==> config.mk <==
export PLATFORM = sky130hd
export DESIGN_NAME = pdw_window
export DESIGN_NICKNAME = d
export VERILOG_FILES = /design/src/logic/pdw_pkg.sv /design/src/logic/pdw_cycle_ctl.sv /design/src/logic/pdw_window.sv
export VERILOG_INCLUDE_DIRS = /design/src /design/src/logic
export SDC_FILE = /design/constraint.sdc
export NUM_CORES = 1
export LEC_CHECK = 0
export CAP_MARGIN = 30
export CORE_MARGIN = 2
export CORE_UTILIZATION = 63
export CTS_BUF_LIST = sky130_fd_sc_hd__clkbuf_16
export DETAILED_ROUTE_END_ITERATION = 12
export DONT_BUFFER_PORTS = 1
export PLACE_DENSITY = 0.84
export SLEW_MARGIN = 20
export SYNTH_ARGS = -nofsm -noshare
export SYNTH_HDL_FRONTEND = slang
export SYNTH_SLANG_ARGS = --single-unit
==> constraint.sdc <==
create_clock -name sys_clk -period 3.3 [get_ports sys_clk]
set_input_delay 0.825 -clock sys_clk [delete_from_list [all_inputs] [get_ports sys_clk]]
set_output_delay 0.825 -clock sys_clk [all_outputs]
set_load 0.05 [all_outputs]
==> src/logic/pdw_consts.svh <==
/*
 Constants of the program space data window: register offsets, field
 positions, reset values and cycle counts.
 Assumes inclusion by bare name from the window design files.
*/
`ifndef PDW_CONSTS_SVH
`define PDW_CONSTS_SVH

// ----------------------------------------------------------------
// Register byte offsets on the APB
// ----------------------------------------------------------------
`define PDW_OFS_CORE_CONTROL 12'h000
`define PDW_OFS_PAGE_SELECT  12'h004
`define PDW_OFS_CPU_STATUS   12'h008
`define PDW_OFS_INT_CTRL_ONE 12'h00C

// ----------------------------------------------------------------
// Field positions, masks and reset values
// ----------------------------------------------------------------
`define PDW_CC_RESET         16'h0020
`define PDW_CC_WMASK         16'h18F7
`define PDW_CC_PRIORITY_LEVEL_MSB_BIT      3
`define PDW_CC_PSV_BIT       2
`define PDW_SR_IPL_MSB       7
`define PDW_SR_IPL_LSB       5
`define PDW_IC1_NST_BIT      15
`define PDW_PAGE_RESET       8'h00
`define PDW_IPL_LOW_RESET    3'h0
`define PDW_IPL_LOW_TOP      3'h7
`define PDW_IPL_USER_MAX     4'h7
`define PDW_EA_MSB           15

// ----------------------------------------------------------------
// Extra instruction cycles for a window access
// ----------------------------------------------------------------
`define PDW_XTRA_NONE        2'h0
`define PDW_XTRA_ONE         2'h1
`define PDW_XTRA_TWO         2'h2

`endif

==> src/logic/pdw_pkg.sv <==
/*
 Types shared by the program space data window files.
 Assumes nothing of its surroundings.
*/
package pdw_pkg;

   // Instruction class of the access, as decoded by the core
   typedef enum logic [1:0] {
      PDW_OP_WORD_MOVE   = 2'b00,
      PDW_OP_DOUBLE_MOVE = 2'b01,
      PDW_OP_OTHER       = 2'b10
   } pdw_op_e;

   // Window read sequencer
   typedef enum logic [1:0] {
      PDW_ST_IDLE    = 2'b00,
      PDW_ST_FETCH   = 2'b01,
      PDW_ST_CAPTURE = 2'b10
   } pdw_state_e;

endpackage

==> src/logic/pdw_cycle_ctl.sv <==
/*
 Extra-cycle accounting for window accesses: decides how many cycles the
 executing instruction is stretched and holds the core stall for them.
 Assumes the repeat qualifiers are valid in the cycle of start.
*/
`timescale 1ns/1ps
`include "pdw_consts.svh"

module pdw_cycle_ctl (
   input  wire logic           sys_clk,
   input  wire logic           rst_b,
   input  wire logic           start,
   input  pdw_pkg::pdw_op_e    op_class,
   input  wire logic           in_repeat,
   input  wire logic           rpt_first,
   input  wire logic           rpt_last,
   input  wire logic           rpt_irq_exit,
   input  wire logic           rpt_irq_reentry,
   output logic                core_stall,
   output logic [1:0]          extra_cycles
);

   logic [1:0] count_q;
   logic [1:0] count_d;
   logic       rpt_edge;

   assign rpt_edge = rpt_first | rpt_last | rpt_irq_exit | rpt_irq_reentry;

   // ----------------------------------------------------------------
   // Cost of this access
   // ----------------------------------------------------------------
   always_comb begin
      if (in_repeat) begin
         if (rpt_edge) begin
            extra_cycles = `PDW_XTRA_TWO;
         end else begin
            extra_cycles = `PDW_XTRA_NONE;
         end
      end else begin
         case (op_class)
            pdw_pkg::PDW_OP_WORD_MOVE:   extra_cycles = `PDW_XTRA_ONE;
            pdw_pkg::PDW_OP_DOUBLE_MOVE: extra_cycles = `PDW_XTRA_ONE;
            default:                     extra_cycles = `PDW_XTRA_TWO;
         endcase
      end
   end

   always_comb begin
      if (start && extra_cycles != `PDW_XTRA_NONE) begin
         count_d = extra_cycles - `PDW_XTRA_ONE;
      end else if (count_q != `PDW_XTRA_NONE) begin
         count_d = count_q - `PDW_XTRA_ONE;
      end else begin
         count_d = count_q;
      end
   end

   always_ff @(posedge sys_clk or negedge rst_b) begin
      if (!rst_b) begin
         count_q <= `PDW_XTRA_NONE;
      end else begin
         count_q <= count_d;
      end
   end

   // Stall starts in the cycle the access is taken, so the core sees it at once
   assign core_stall = (start && extra_cycles != `PDW_XTRA_NONE)
                       || (count_q != `PDW_XTRA_NONE);

endmodule

==> src/logic/pdw_window.sv <==
/*
 Program space data window: core control, page select, priority level
 composition, the APB register slave and the redirect of upper data
 addresses onto a page of program memory.
 Assumes a synchronous program memory that returns a word one cycle
 after its read strobe, and a core that holds a data request until taken.
*/
`timescale 1ns/1ps
`include "pdw_consts.svh"

module pdw_window #(
   parameter int PAGE_W = 8,
   parameter int LOW_W  = 15
) (
   input  wire logic                    sys_clk,
   input  wire logic                    rst_b,
   // APB slave
   input  wire logic                    psel,
   input  wire logic                    penable,
   input  wire logic                    pwrite,
   input  wire logic [11:0]             paddr,
   input  wire logic [31:0]             pwdata,
   output logic      [31:0]             prdata,
   output logic                         pready,
   output logic                         pslverr,
   // Core data access path
   input  wire logic                    da_req,
   input  wire logic [15:0]             da_addr,
   input  pdw_pkg::pdw_op_e             da_op_class,
   output logic                         da_ready,
   output logic      [15:0]             da_rdata,
   output logic                         da_rvalid,
   output logic                         dm_req,
   output logic      [15:0]             dm_addr,
   output logic                         core_stall,
   // Repeat loop and table operation status from the core
   input  wire logic                    in_repeat,
   input  wire logic                    rpt_first,
   input  wire logic                    rpt_last,
   input  wire logic                    rpt_irq_exit,
   input  wire logic                    rpt_irq_reentry,
   input  wire logic                    table_busy,
   // Program memory fetch port
   output logic      [PAGE_W+LOW_W-1:0] pm_addr,
   output logic                         pm_rd,
   input  wire logic [23:0]             pm_rdata,
   // Exception logic
   input  wire logic                    exc_set_level_msb,
   input  wire logic                    exc_level_load,
   input  wire logic [2:0]              exc_level_value,
   // Priority outputs
   output logic      [3:0]              cpu_priority,
   output logic                         user_irq_blocked
);

   // ----------------------------------------------------------------
   // Registers
   // ----------------------------------------------------------------
   logic [15:0]       core_control_q;
   logic [PAGE_W-1:0] window_page_select_q;
   logic [2:0]        priority_level_low_q;
   logic              nesting_disable_q;
   logic [31:0]       prdata_q;
   logic              pslverr_q;
   logic              wr_en;
   logic              rd_setup;
   logic              mapped;
   logic [31:0]       rd_mux;

   assign wr_en    = psel && penable && pwrite;
   assign rd_setup = psel && !penable && !pwrite;
   assign mapped   = (paddr == `PDW_OFS_CORE_CONTROL) || (paddr == `PDW_OFS_PAGE_SELECT)
                     || (paddr == `PDW_OFS_CPU_STATUS) || (paddr == `PDW_OFS_INT_CTRL_ONE);
   assign pready   = 1'b1;

   // Core control: level msb is clear-only for software, set by exceptions
   always_ff @(posedge sys_clk or negedge rst_b) begin
      if (!rst_b) begin
         core_control_q <= `PDW_CC_RESET;
      end else begin
         if (wr_en && paddr == `PDW_OFS_CORE_CONTROL) begin
            core_control_q <= (pwdata[15:0] & `PDW_CC_WMASK)
                              | (core_control_q & ~`PDW_CC_WMASK);
            if (!pwdata[`PDW_CC_PRIORITY_LEVEL_MSB_BIT]) begin
               core_control_q[`PDW_CC_PRIORITY_LEVEL_MSB_BIT] <= 1'b0;
            end
         end
         // Set wins over a clear in the same cycle
         if (exc_set_level_msb) begin
            core_control_q[`PDW_CC_PRIORITY_LEVEL_MSB_BIT] <= 1'b1;
         end
      end
   end

   always_ff @(posedge sys_clk or negedge rst_b) begin
      if (!rst_b) begin
         window_page_select_q <= PAGE_W'(`PDW_PAGE_RESET);
      end else if (wr_en && paddr == `PDW_OFS_PAGE_SELECT) begin
         window_page_select_q <= pwdata[PAGE_W-1:0];
      end
   end

   always_ff @(posedge sys_clk or negedge rst_b) begin
      if (!rst_b) begin
         nesting_disable_q <= 1'b0;
      end else if (wr_en && paddr == `PDW_OFS_INT_CTRL_ONE) begin
         nesting_disable_q <= pwdata[`PDW_IC1_NST_BIT];
      end
   end

   // Exception logic may always load the level; software only without nesting disable
   always_ff @(posedge sys_clk or negedge rst_b) begin
      if (!rst_b) begin
         priority_level_low_q <= `PDW_IPL_LOW_RESET;
      end else if (exc_level_load) begin
         priority_level_low_q <= exc_level_value;
      end else if (wr_en && paddr == `PDW_OFS_CPU_STATUS && !nesting_disable_q) begin
         priority_level_low_q <= pwdata[`PDW_SR_IPL_MSB:`PDW_SR_IPL_LSB];
      end
   end

   always_comb begin
      rd_mux = 32'h0000_0000;
      case (paddr)
         `PDW_OFS_CORE_CONTROL: rd_mux[15:0] = core_control_q;
         `PDW_OFS_PAGE_SELECT:  rd_mux[PAGE_W-1:0] = window_page_select_q;
         `PDW_OFS_CPU_STATUS:
            rd_mux[`PDW_SR_IPL_MSB:`PDW_SR_IPL_LSB] = priority_level_low_q;
         `PDW_OFS_INT_CTRL_ONE: rd_mux[`PDW_IC1_NST_BIT] = nesting_disable_q;
         default:               rd_mux = 32'h0000_0000;
      endcase
   end

   // Read data is captured in the setup phase so the access phase ends at once
   always_ff @(posedge sys_clk or negedge rst_b) begin
      if (!rst_b) begin
         prdata_q  <= 32'h0000_0000;
         pslverr_q <= 1'b0;
      end else if (psel && !penable) begin
         prdata_q  <= rd_setup ? rd_mux : 32'h0000_0000;
         pslverr_q <= !mapped;
      end
   end

   assign prdata  = prdata_q;
   assign pslverr = pslverr_q && psel && penable;

   // ----------------------------------------------------------------
   // Priority level
   // ----------------------------------------------------------------
   assign cpu_priority = {core_control_q[`PDW_CC_PRIORITY_LEVEL_MSB_BIT], priority_level_low_q};
   assign user_irq_blocked = core_control_q[`PDW_CC_PRIORITY_LEVEL_MSB_BIT]
                             || (priority_level_low_q == `PDW_IPL_LOW_TOP);

   // ----------------------------------------------------------------
   // Data access redirect
   // ----------------------------------------------------------------
   pdw_pkg::pdw_state_e state_q;
   logic                win_hit;
   logic                win_take;
   logic [1:0]          extra_cycles;

   assign win_hit  = da_addr[`PDW_EA_MSB] && core_control_q[`PDW_CC_PSV_BIT];
   // Window reads wait while a table operation owns the program memory port
   assign da_ready = win_hit ? (!table_busy && state_q == pdw_pkg::PDW_ST_IDLE)
                             : 1'b1;
   assign win_take = da_req && win_hit && da_ready;
   assign dm_req   = da_req && !win_hit;
   assign dm_addr  = da_addr;

   always_ff @(posedge sys_clk or negedge rst_b) begin
      if (!rst_b) begin
         state_q <= pdw_pkg::PDW_ST_IDLE;
      end else begin
         case (state_q)
            pdw_pkg::PDW_ST_IDLE:    if (win_take) state_q <= pdw_pkg::PDW_ST_FETCH;
            pdw_pkg::PDW_ST_FETCH:   state_q <= pdw_pkg::PDW_ST_CAPTURE;
            pdw_pkg::PDW_ST_CAPTURE: state_q <= pdw_pkg::PDW_ST_IDLE;
            default:                 state_q <= pdw_pkg::PDW_ST_IDLE;
         endcase
      end
   end

   // Page on top, address low bits below: each upper data address has its own word
   always_ff @(posedge sys_clk or negedge rst_b) begin
      if (!rst_b) begin
         pm_addr <= '0;
         pm_rd   <= 1'b0;
      end else begin
         pm_rd <= win_take;
         if (win_take) begin
            pm_addr <= {window_page_select_q, da_addr[LOW_W-1:0]};
         end
      end
   end

   // The upper program byte is dropped; it is never data
   always_ff @(posedge sys_clk or negedge rst_b) begin
      if (!rst_b) begin
         da_rdata  <= 16'h0000;
         da_rvalid <= 1'b0;
      end else begin
         da_rvalid <= (state_q == pdw_pkg::PDW_ST_CAPTURE);
         if (state_q == pdw_pkg::PDW_ST_CAPTURE) begin
            da_rdata <= pm_rdata[15:0];
         end
      end
   end

   pdw_cycle_ctl u_cycle_ctl (
      .sys_clk         (sys_clk),
      .rst_b           (rst_b),
      .start           (win_take),
      .op_class        (da_op_class),
      .in_repeat       (in_repeat),
      .rpt_first       (rpt_first),
      .rpt_last        (rpt_last),
      .rpt_irq_exit    (rpt_irq_exit),
      .rpt_irq_reentry (rpt_irq_reentry),
      .core_stall      (core_stall),
      .extra_cycles    (extra_cycles)
   );

   // ----------------------------------------------------------------
   // Assertions
   // ----------------------------------------------------------------
   AST_REDIRECT_ADDR: assert property (@(posedge sys_clk) disable iff (!rst_b)
      win_take |=> pm_rd
                   && pm_addr == {$past(window_page_select_q), $past(da_addr[LOW_W-1:0])})
      else $error("window address not page and low address bits");

   AST_NO_REDIRECT_LOW: assert property (@(posedge sys_clk) disable iff (!rst_b)
      (da_req && !da_addr[`PDW_EA_MSB]) |-> dm_req && !win_take)
      else $error("lower data address was redirected");

   AST_PLAIN_PASS: assert property (@(posedge sys_clk) disable iff (!rst_b)
      (da_req && !win_hit) |-> da_ready && dm_req && dm_addr == da_addr)
      else $error("plain data access not passed through");

   AST_ENABLE_GATES: assert property (@(posedge sys_clk) disable iff (!rst_b)
      (da_req && !core_control_q[`PDW_CC_PSV_BIT]) |-> !win_take ##1 !pm_rd)
      else $error("window used while disabled");

   AST_ENABLE_WRITE: assert property (@(posedge sys_clk) disable iff (!rst_b)
      (wr_en && paddr == `PDW_OFS_CORE_CONTROL)
      |=> core_control_q[`PDW_CC_PSV_BIT] == $past(pwdata[`PDW_CC_PSV_BIT]))
      else $error("window enable not written");

   AST_PAGE_WRITE: assert property (@(posedge sys_clk) disable iff (!rst_b)
      (wr_en && paddr == `PDW_OFS_PAGE_SELECT)
      |=> window_page_select_q == $past(pwdata[PAGE_W-1:0]))
      else $error("page select not written");

   AST_LOW_HALF: assert property (@(posedge sys_clk) disable iff (!rst_b)
      pm_rd |=> ##1 da_rvalid && da_rdata == $past(pm_rdata[15:0]))
      else $error("window data not the low half of the word");

   AST_RVALID_PULSE: assert property (@(posedge sys_clk) disable iff (!rst_b)
      da_rvalid |=> !da_rvalid)
      else $error("read data valid longer than one cycle");

   AST_SEQ_REFUSE: assert property (@(posedge sys_clk) disable iff (!rst_b)
      (da_req && win_hit && state_q != pdw_pkg::PDW_ST_IDLE) |-> !da_ready)
      else $error("window request taken while sequencer busy");

   AST_READ_STRETCH: assert property (@(posedge sys_clk) disable iff (!rst_b)
      (win_take && !in_repeat) |-> core_stall)
      else $error("window read not stretched");

   AST_TABLE_HOLD: assert property (@(posedge sys_clk) disable iff (!rst_b)
      table_busy |-> !win_take ##1 !pm_rd)
      else $error("window access during table operation");

   AST_MOVE_ONE: assert property (@(posedge sys_clk) disable iff (!rst_b)
      (win_take && !in_repeat && da_op_class != pdw_pkg::PDW_OP_OTHER)
      |-> core_stall ##1 !core_stall)
      else $error("move access not stretched by one cycle");

   AST_MOVE_COST: assert property (@(posedge sys_clk) disable iff (!rst_b)
      (win_take && !in_repeat && da_op_class != pdw_pkg::PDW_OP_OTHER)
      |-> extra_cycles == `PDW_XTRA_ONE)
      else $error("move access cost not one cycle");

   AST_OTHER_TWO: assert property (@(posedge sys_clk) disable iff (!rst_b)
      (win_take && (in_repeat ? (rpt_first || rpt_last || rpt_irq_exit || rpt_irq_reentry)
                              : da_op_class == pdw_pkg::PDW_OP_OTHER))
      |-> core_stall [*2] ##1 !core_stall)
      else $error("access not stretched by two cycles");

   AST_REPEAT_SINGLE: assert property (@(posedge sys_clk) disable iff (!rst_b)
      (win_take && in_repeat && !(rpt_first || rpt_last || rpt_irq_exit || rpt_irq_reentry))
      |-> !core_stall)
      else $error("middle repeat iteration stretched");

   AST_PRIORITY: assert property (@(posedge sys_clk) disable iff (!rst_b)
      user_irq_blocked == (cpu_priority > `PDW_IPL_USER_MAX
                           || cpu_priority[2:0] == `PDW_IPL_LOW_TOP))
      else $error("user interrupt block does not follow priority");

   AST_SR_LOCK: assert property (@(posedge sys_clk) disable iff (!rst_b)
      (nesting_disable_q && !exc_level_load) |=> $stable(priority_level_low_q))
      else $error("status priority bits changed under nesting disable");

   AST_SW_LEVEL: assert property (@(posedge sys_clk) disable iff (!rst_b)
      (wr_en && paddr == `PDW_OFS_CPU_STATUS && !nesting_disable_q && !exc_level_load)
      |=> priority_level_low_q == $past(pwdata[`PDW_SR_IPL_MSB:`PDW_SR_IPL_LSB]))
      else $error("status priority bits not written");

   AST_MSB_CLEAR_ONLY: assert property (@(posedge sys_clk) disable iff (!rst_b)
      (!core_control_q[`PDW_CC_PRIORITY_LEVEL_MSB_BIT] && !exc_set_level_msb)
      |=> !core_control_q[`PDW_CC_PRIORITY_LEVEL_MSB_BIT])
      else $error("level msb set without exception");

   AST_MSB_SET: assert property (@(posedge sys_clk) disable iff (!rst_b)
      exc_set_level_msb |=> core_control_q[`PDW_CC_PRIORITY_LEVEL_MSB_BIT])
      else $error("level msb not set by exception");

   COV_WINDOW_READ: cover property (@(posedge sys_clk) disable iff (!rst_b)
      win_take ##2 da_rvalid);
   COV_TABLE_WAIT: cover property (@(posedge sys_clk) disable iff (!rst_b)
      (da_req && win_hit && table_busy) ##1 win_take);
   COV_REPEAT_FAST: cover property (@(posedge sys_clk) disable iff (!rst_b)
      win_take && in_repeat && !rpt_first && !rpt_last);
   COV_BLOCKED: cover property (@(posedge sys_clk) disable iff (!rst_b)
      user_irq_blocked && !core_control_q[`PDW_CC_PRIORITY_LEVEL_MSB_BIT]);

endmodule

* Word-level counts from Yosys, hierarchy flattened
Cells that the tools add are included.
** Storage, ports and cells
- Register bits :: 106
- Input bits :: 103
- Output and inout bits :: 99
- Logic and storage cells :: 82
** Operators by class
- $add $sub $neg :: 2
- Equal/unequal tests :: 8
- Mux-type cells :: 18
- Bitwise gates (word level) :: 4
- Reductions and logical operators :: 37
** Operators with widths (count)
- $eq 12x4->1 const B :: 2
- $logic_and 1x1->1 :: 17
- $mux 16 :: 1
- $or 13x16->16 :: 1
- $eq 12x3->1 const B :: 1
- $logic_not 12->1 :: 1
- $mux 2 :: 6
- $pmux 5 s2 :: 1
- $reduce_bool 2->1 :: 5
- $pmux 3 s3 :: 1
- $mux 7 :: 1
- $logic_not 1->1 :: 6
- $mux 3 :: 2
- $logic_or 1x1->1 :: 5
- $eq 2x1->1 const B :: 2
- $logic_not 2->1 :: 2
- $mux 4 :: 1
- $pmux 2 s2 :: 1
- $sub 2x1->2 const B :: 2
- $eq 3x3->1 const B :: 1
- $mux 1 :: 3
- $or 1x1->1 :: 3
- $eq 2x2->1 const B :: 1
- $ne 2x1->1 const B :: 1
- 2 further kinds :: 2

* Longest topological paths before layout
- Depth after elaboration :: 8
- Depth in mapped cells :: 5
- Gate-level depth less buffers :: 4

* By module
Synthesis repeated with hierarchy kept, for this count alone.
** Unflattened totals
- Cell total of the unflattened synthesis :: 274
- Area, all modules :: 3632.2 um^2
** Modules (own cells, without submodules)
- pdw_window :: times used 1, cells an instance 262, area an instance 3518.4 um^2, sequential area each 1978.1 um^2
- pdw_cycle_ctl :: times used 1, cells an instance 12, area an instance 113.9 um^2, sequential area each 50.0 um^2

* Worst setup path after synthesis
Ideal clock, no wire load.
- Path kind :: input -> output
- Start :: in da_req
- End :: out dm_req
- Data arrival time :: 1.964 ns
- Required time :: 2.475 ns
- Setup slack :: 0.511 ns
- Stages on the path :: 1
- Path buffers :: 0
- Path through :: a21boi_0
** On the way
- Longest elaborated chain between the ends :: 1
** RTL lines
- start: declaration :: line pdw_window.sv:27 : input wire logic da_req,
- $logic_and 1x1->1 :: line pdw_window.sv:168 : assign dm_req = da_req && !win_hit;
- end: declaration :: line pdw_window.sv:33 : output logic dm_req,
No other way between the ends.

* Final worst setup path
- Start :: in table_busy
- End :: out core_stall
** On the way
- Longest elaborated chain between the ends :: 6
** RTL lines
- start: declaration :: line pdw_window.sv:42 : input wire logic table_busy,
- $logic_not 1->1 :: line pdw_window.sv:165 : assign da_ready = win_hit ? (!table_busy && state_q == pdw_pkg::PDW_ST_IDLE)
- $logic_and 1x1->1 :: line pdw_window.sv:165
- $mux 1 :: line pdw_window.sv:165
- $logic_and 1x1->1 :: line pdw_window.sv:167 : assign win_take = da_req && win_hit && da_ready;
- $logic_and 1x1->1 (no source line)
- $logic_or 1x1->1 :: line pdw_cycle_ctl.sv:67 : assign core_stall = (start && extra_cycles != `PDW_XTRA_NONE)
- end: declaration :: line pdw_window.sv:35 : output logic core_stall,
No other way between the ends.

==> reports/results.tsv <==
metric	value	unit
synthCells	267	
first_global_vias	2010	
cts_max_path_buffers	2	
grt_max_degree	82	
diodes	0	
tightest_slew	0.952	ns
grt_first_pass_wirelength	9830	µm
core_area	0.00557	mm²
dp_hpwl	4770	µm
ys_types	41	
critical_path_buf_inv_count	0	
critPathKind	input pin to output pin	
final-seq-area	0.00203	mm²
ys_seq_area_frac	0.554	
cts_resized	0	
final_common_cell	dfrtp_1	
p_total	0.00199	W
port_buffers	0	
die_x	80.2	µm
synth_edf_count	0	
power_frac_comb	0.041	
start_util	0.656	
p_clk_frac	0.444	
rsz0062_at_grt	no	
antenna_found_initial	0	
syn_to_final_growth	3.21	%
drt_wl_total	6440	µm
hold_viol_final	0	
synth_area	0.00366	mm²
p_per_area	527	mW/mm²
grt-ovfl-total	0	
io_pins	202	
ir_worst_vdd	334	µV
max_cap_violations	0	
fill_cells	406	
finalMaxSlewViolations	0	
tritoncts	built	
cts_buffers	9	
ant_nets	0	
clock_latency	0.32	ns
cp.required	2.47	ns
whs	0.192	ns
hold_path.class	input pin to async pin	
async_flop_share	1.00	
num_rows	27	
yosys_warnings	0	
dieArea	0.00643	mm²
vias	1968	
drt_pass1_iterations	4	
root_buffer	clkbuf_16	
path_clk_slew	0.06	ns
mostFrequentLayoutCells	dfrtp_1, mux2_2, conb_1	
min_period	2.88	ns
max_slew_margin	0.366	
cts-hold-fix-buffers	0	
slowest_stage	or3_1	
remaining_drc_errors	0	
die_h	80.2	µm
ys_ff_latch	81	
fin_tns_setup	0	ns
yosysTopAreaCellShare	0.547	
numClockSinks	81	
outcome	finished, final reports clean	
grt_use_total	0.205	
p_seq_frac	0.515	
synth_area_leaders	dfrtp_1, mux2_2, buf_4, nor4_4, o21ai_0	
multi_input_area	0.00136	mm²
layout-drive-gt1-share	0.368	
fmax	0.348	GHz
p_sw	0.000465	W
drt_iter0_markers	81	
synth_top_area_cell	dfrtp_1	
place.gp.congestion	0.884	
internal_power	0.00153	W
setup.worst_path.start_class	input pin	
cp_max_fo	4	
post_cts_buffers	0	
avgSynthCellArea	13.7	µm²
reg2reg_slack	1.29	ns
finalCritPeriodShare	0.871	
max_stage_delay	0.48	ns
layout.nets	356	
vias_per_cell	5.96	
crit_chain	or3_4 > a211oi_1 > or3_1	
cp-end-kind	output pin	
wl_per_cell	19.5	µm
crit_family	simple AND/OR/NAND/NOR gates	
synth_ff_type	dfrtp_1	
crit_arrival	2.05	ns
finalSetupViolCount	0	
htree_levels	3	
p_sw_frac	0.234	
power.leakage	1.84	nW
finalClockSkew	0.00529	ns
-- cell families (layout without fill, tap and decap cells) --
kind of cell,count (synthesis),after routing,synth area share
flops,81,81,0.554
other cells,2,17,0.00205
simple gates,46,46,0.0917
compound gates,27,27,0.0571
buf+inv,44,20,0.0896
mux,67,67,0.205
-- per-layer routing --
metal  up-vias  part of all wire  track usage
li1        868                 -            -
met3        15              0.10       0.0753
met5         -                 0            0
met4         0             0.024        0.117
met2       113              0.51        0.325
met1       972              0.37        0.239
-- worst paths after layout --
path                       cells after the start                             endpoint                    from
min in group sys_clk                           1               state_q[1]$_DFFE_PN0P_  state_q[1]$_DFFE_PN0P_
max                                            3                           core_stall              table_busy
max reg2reg                                    4               pm_addr[8]$_DFFE_PN0P_  state_q[1]$_DFFE_PN0P_
min                                            0  priority_level_low_q[2]$_DFFE_PN0P_                   rst_b
max in group asynchronous                      0        core_control_q[5]$_DFFE_PN1P_                   rst_b
min reg2reg                                    1               state_q[1]$_DFFE_PN0P_  state_q[1]$_DFFE_PN0P_
-- cell type report --
class,count,share of cell area
flip-flops and latches,81,0.537
multi-input cells,157,0.360
clock buffers,9,0.0596
well taps,72,0.0239
clock inverters,7,0.0123
repair buffers,3,0.00596
inverters,1,0.000994
-- cells in the mapped netlist, types with 2 or more instances --
cell type / count
dfrtp_1: 80
mux2_2: 63
buf_4: 37
nand2_1: 10
o21ai_0: 9
a22oi_1: 5
nand3_1: 5
nor2_1: 5
nor2b_1: 4
a22o_1: 3
and3_1: 3
buf_6: 3
mux2i_1: 3
nand2b_1: 3
nor4_4: 3
a211oi_1: 2
a32o_1: 2
and2_1: 2
clkbuf_1: 2
conb_1: 2
-- sequential cells by signal, summed over array words and instances (netlist names) --
register	flops
window_page_select_q	8
nesting_disable_q	1
pslverr_q	1
da_rdata	16
da_rvalid	1
pm_addr	23
pm_rd	1
priority_level_low_q	3
state_q	2
u_cycle_ctl.count_q	2
prdata	13
core_control_q	10
-- worst register-to-register path: stages (launching register included) --
cell and delay (ns):
dfrtp_1 0.39, or3_4 0.39, nor2_2 0.41, buf_4 0.33, mux2_2 0.37
-- metrics by stage --
| step | std cells | worst slack, ns | utilization | area (µm²) |
|---|---|---|---|---|
| 2_1_floorplan | 282 | 0.511 | - | 3710 |
| 3_3_place_gp | 314 | 0.437 | 0.629 | 3500 |
| 3_5_place_dp | 314 | 0.437 | 0.629 | 3500 |
| 4_1_cts | 330 | 0.426 | 0.677 | 3780 |
| 5_1_grt | 330 | 0.342 | 0.677 | 3780 |
| 6_report | 330 | 0.425 | 0.677 | 3780 |
-- power groups by stage --
stage,sequential [W],combinational [W],clock [W]
floorplan,0.00104,0.000147,0
global placement,0.00104,0.0000800,0
detailed placement,0.00104,0.0000808,0
CTS,0.00103,0.0000809,0.000908
global route,0.00103,0.0000855,0.000949
finish,0.00103,0.0000811,0.000885
Note: power is estimated with default switching activity, not from simulation.
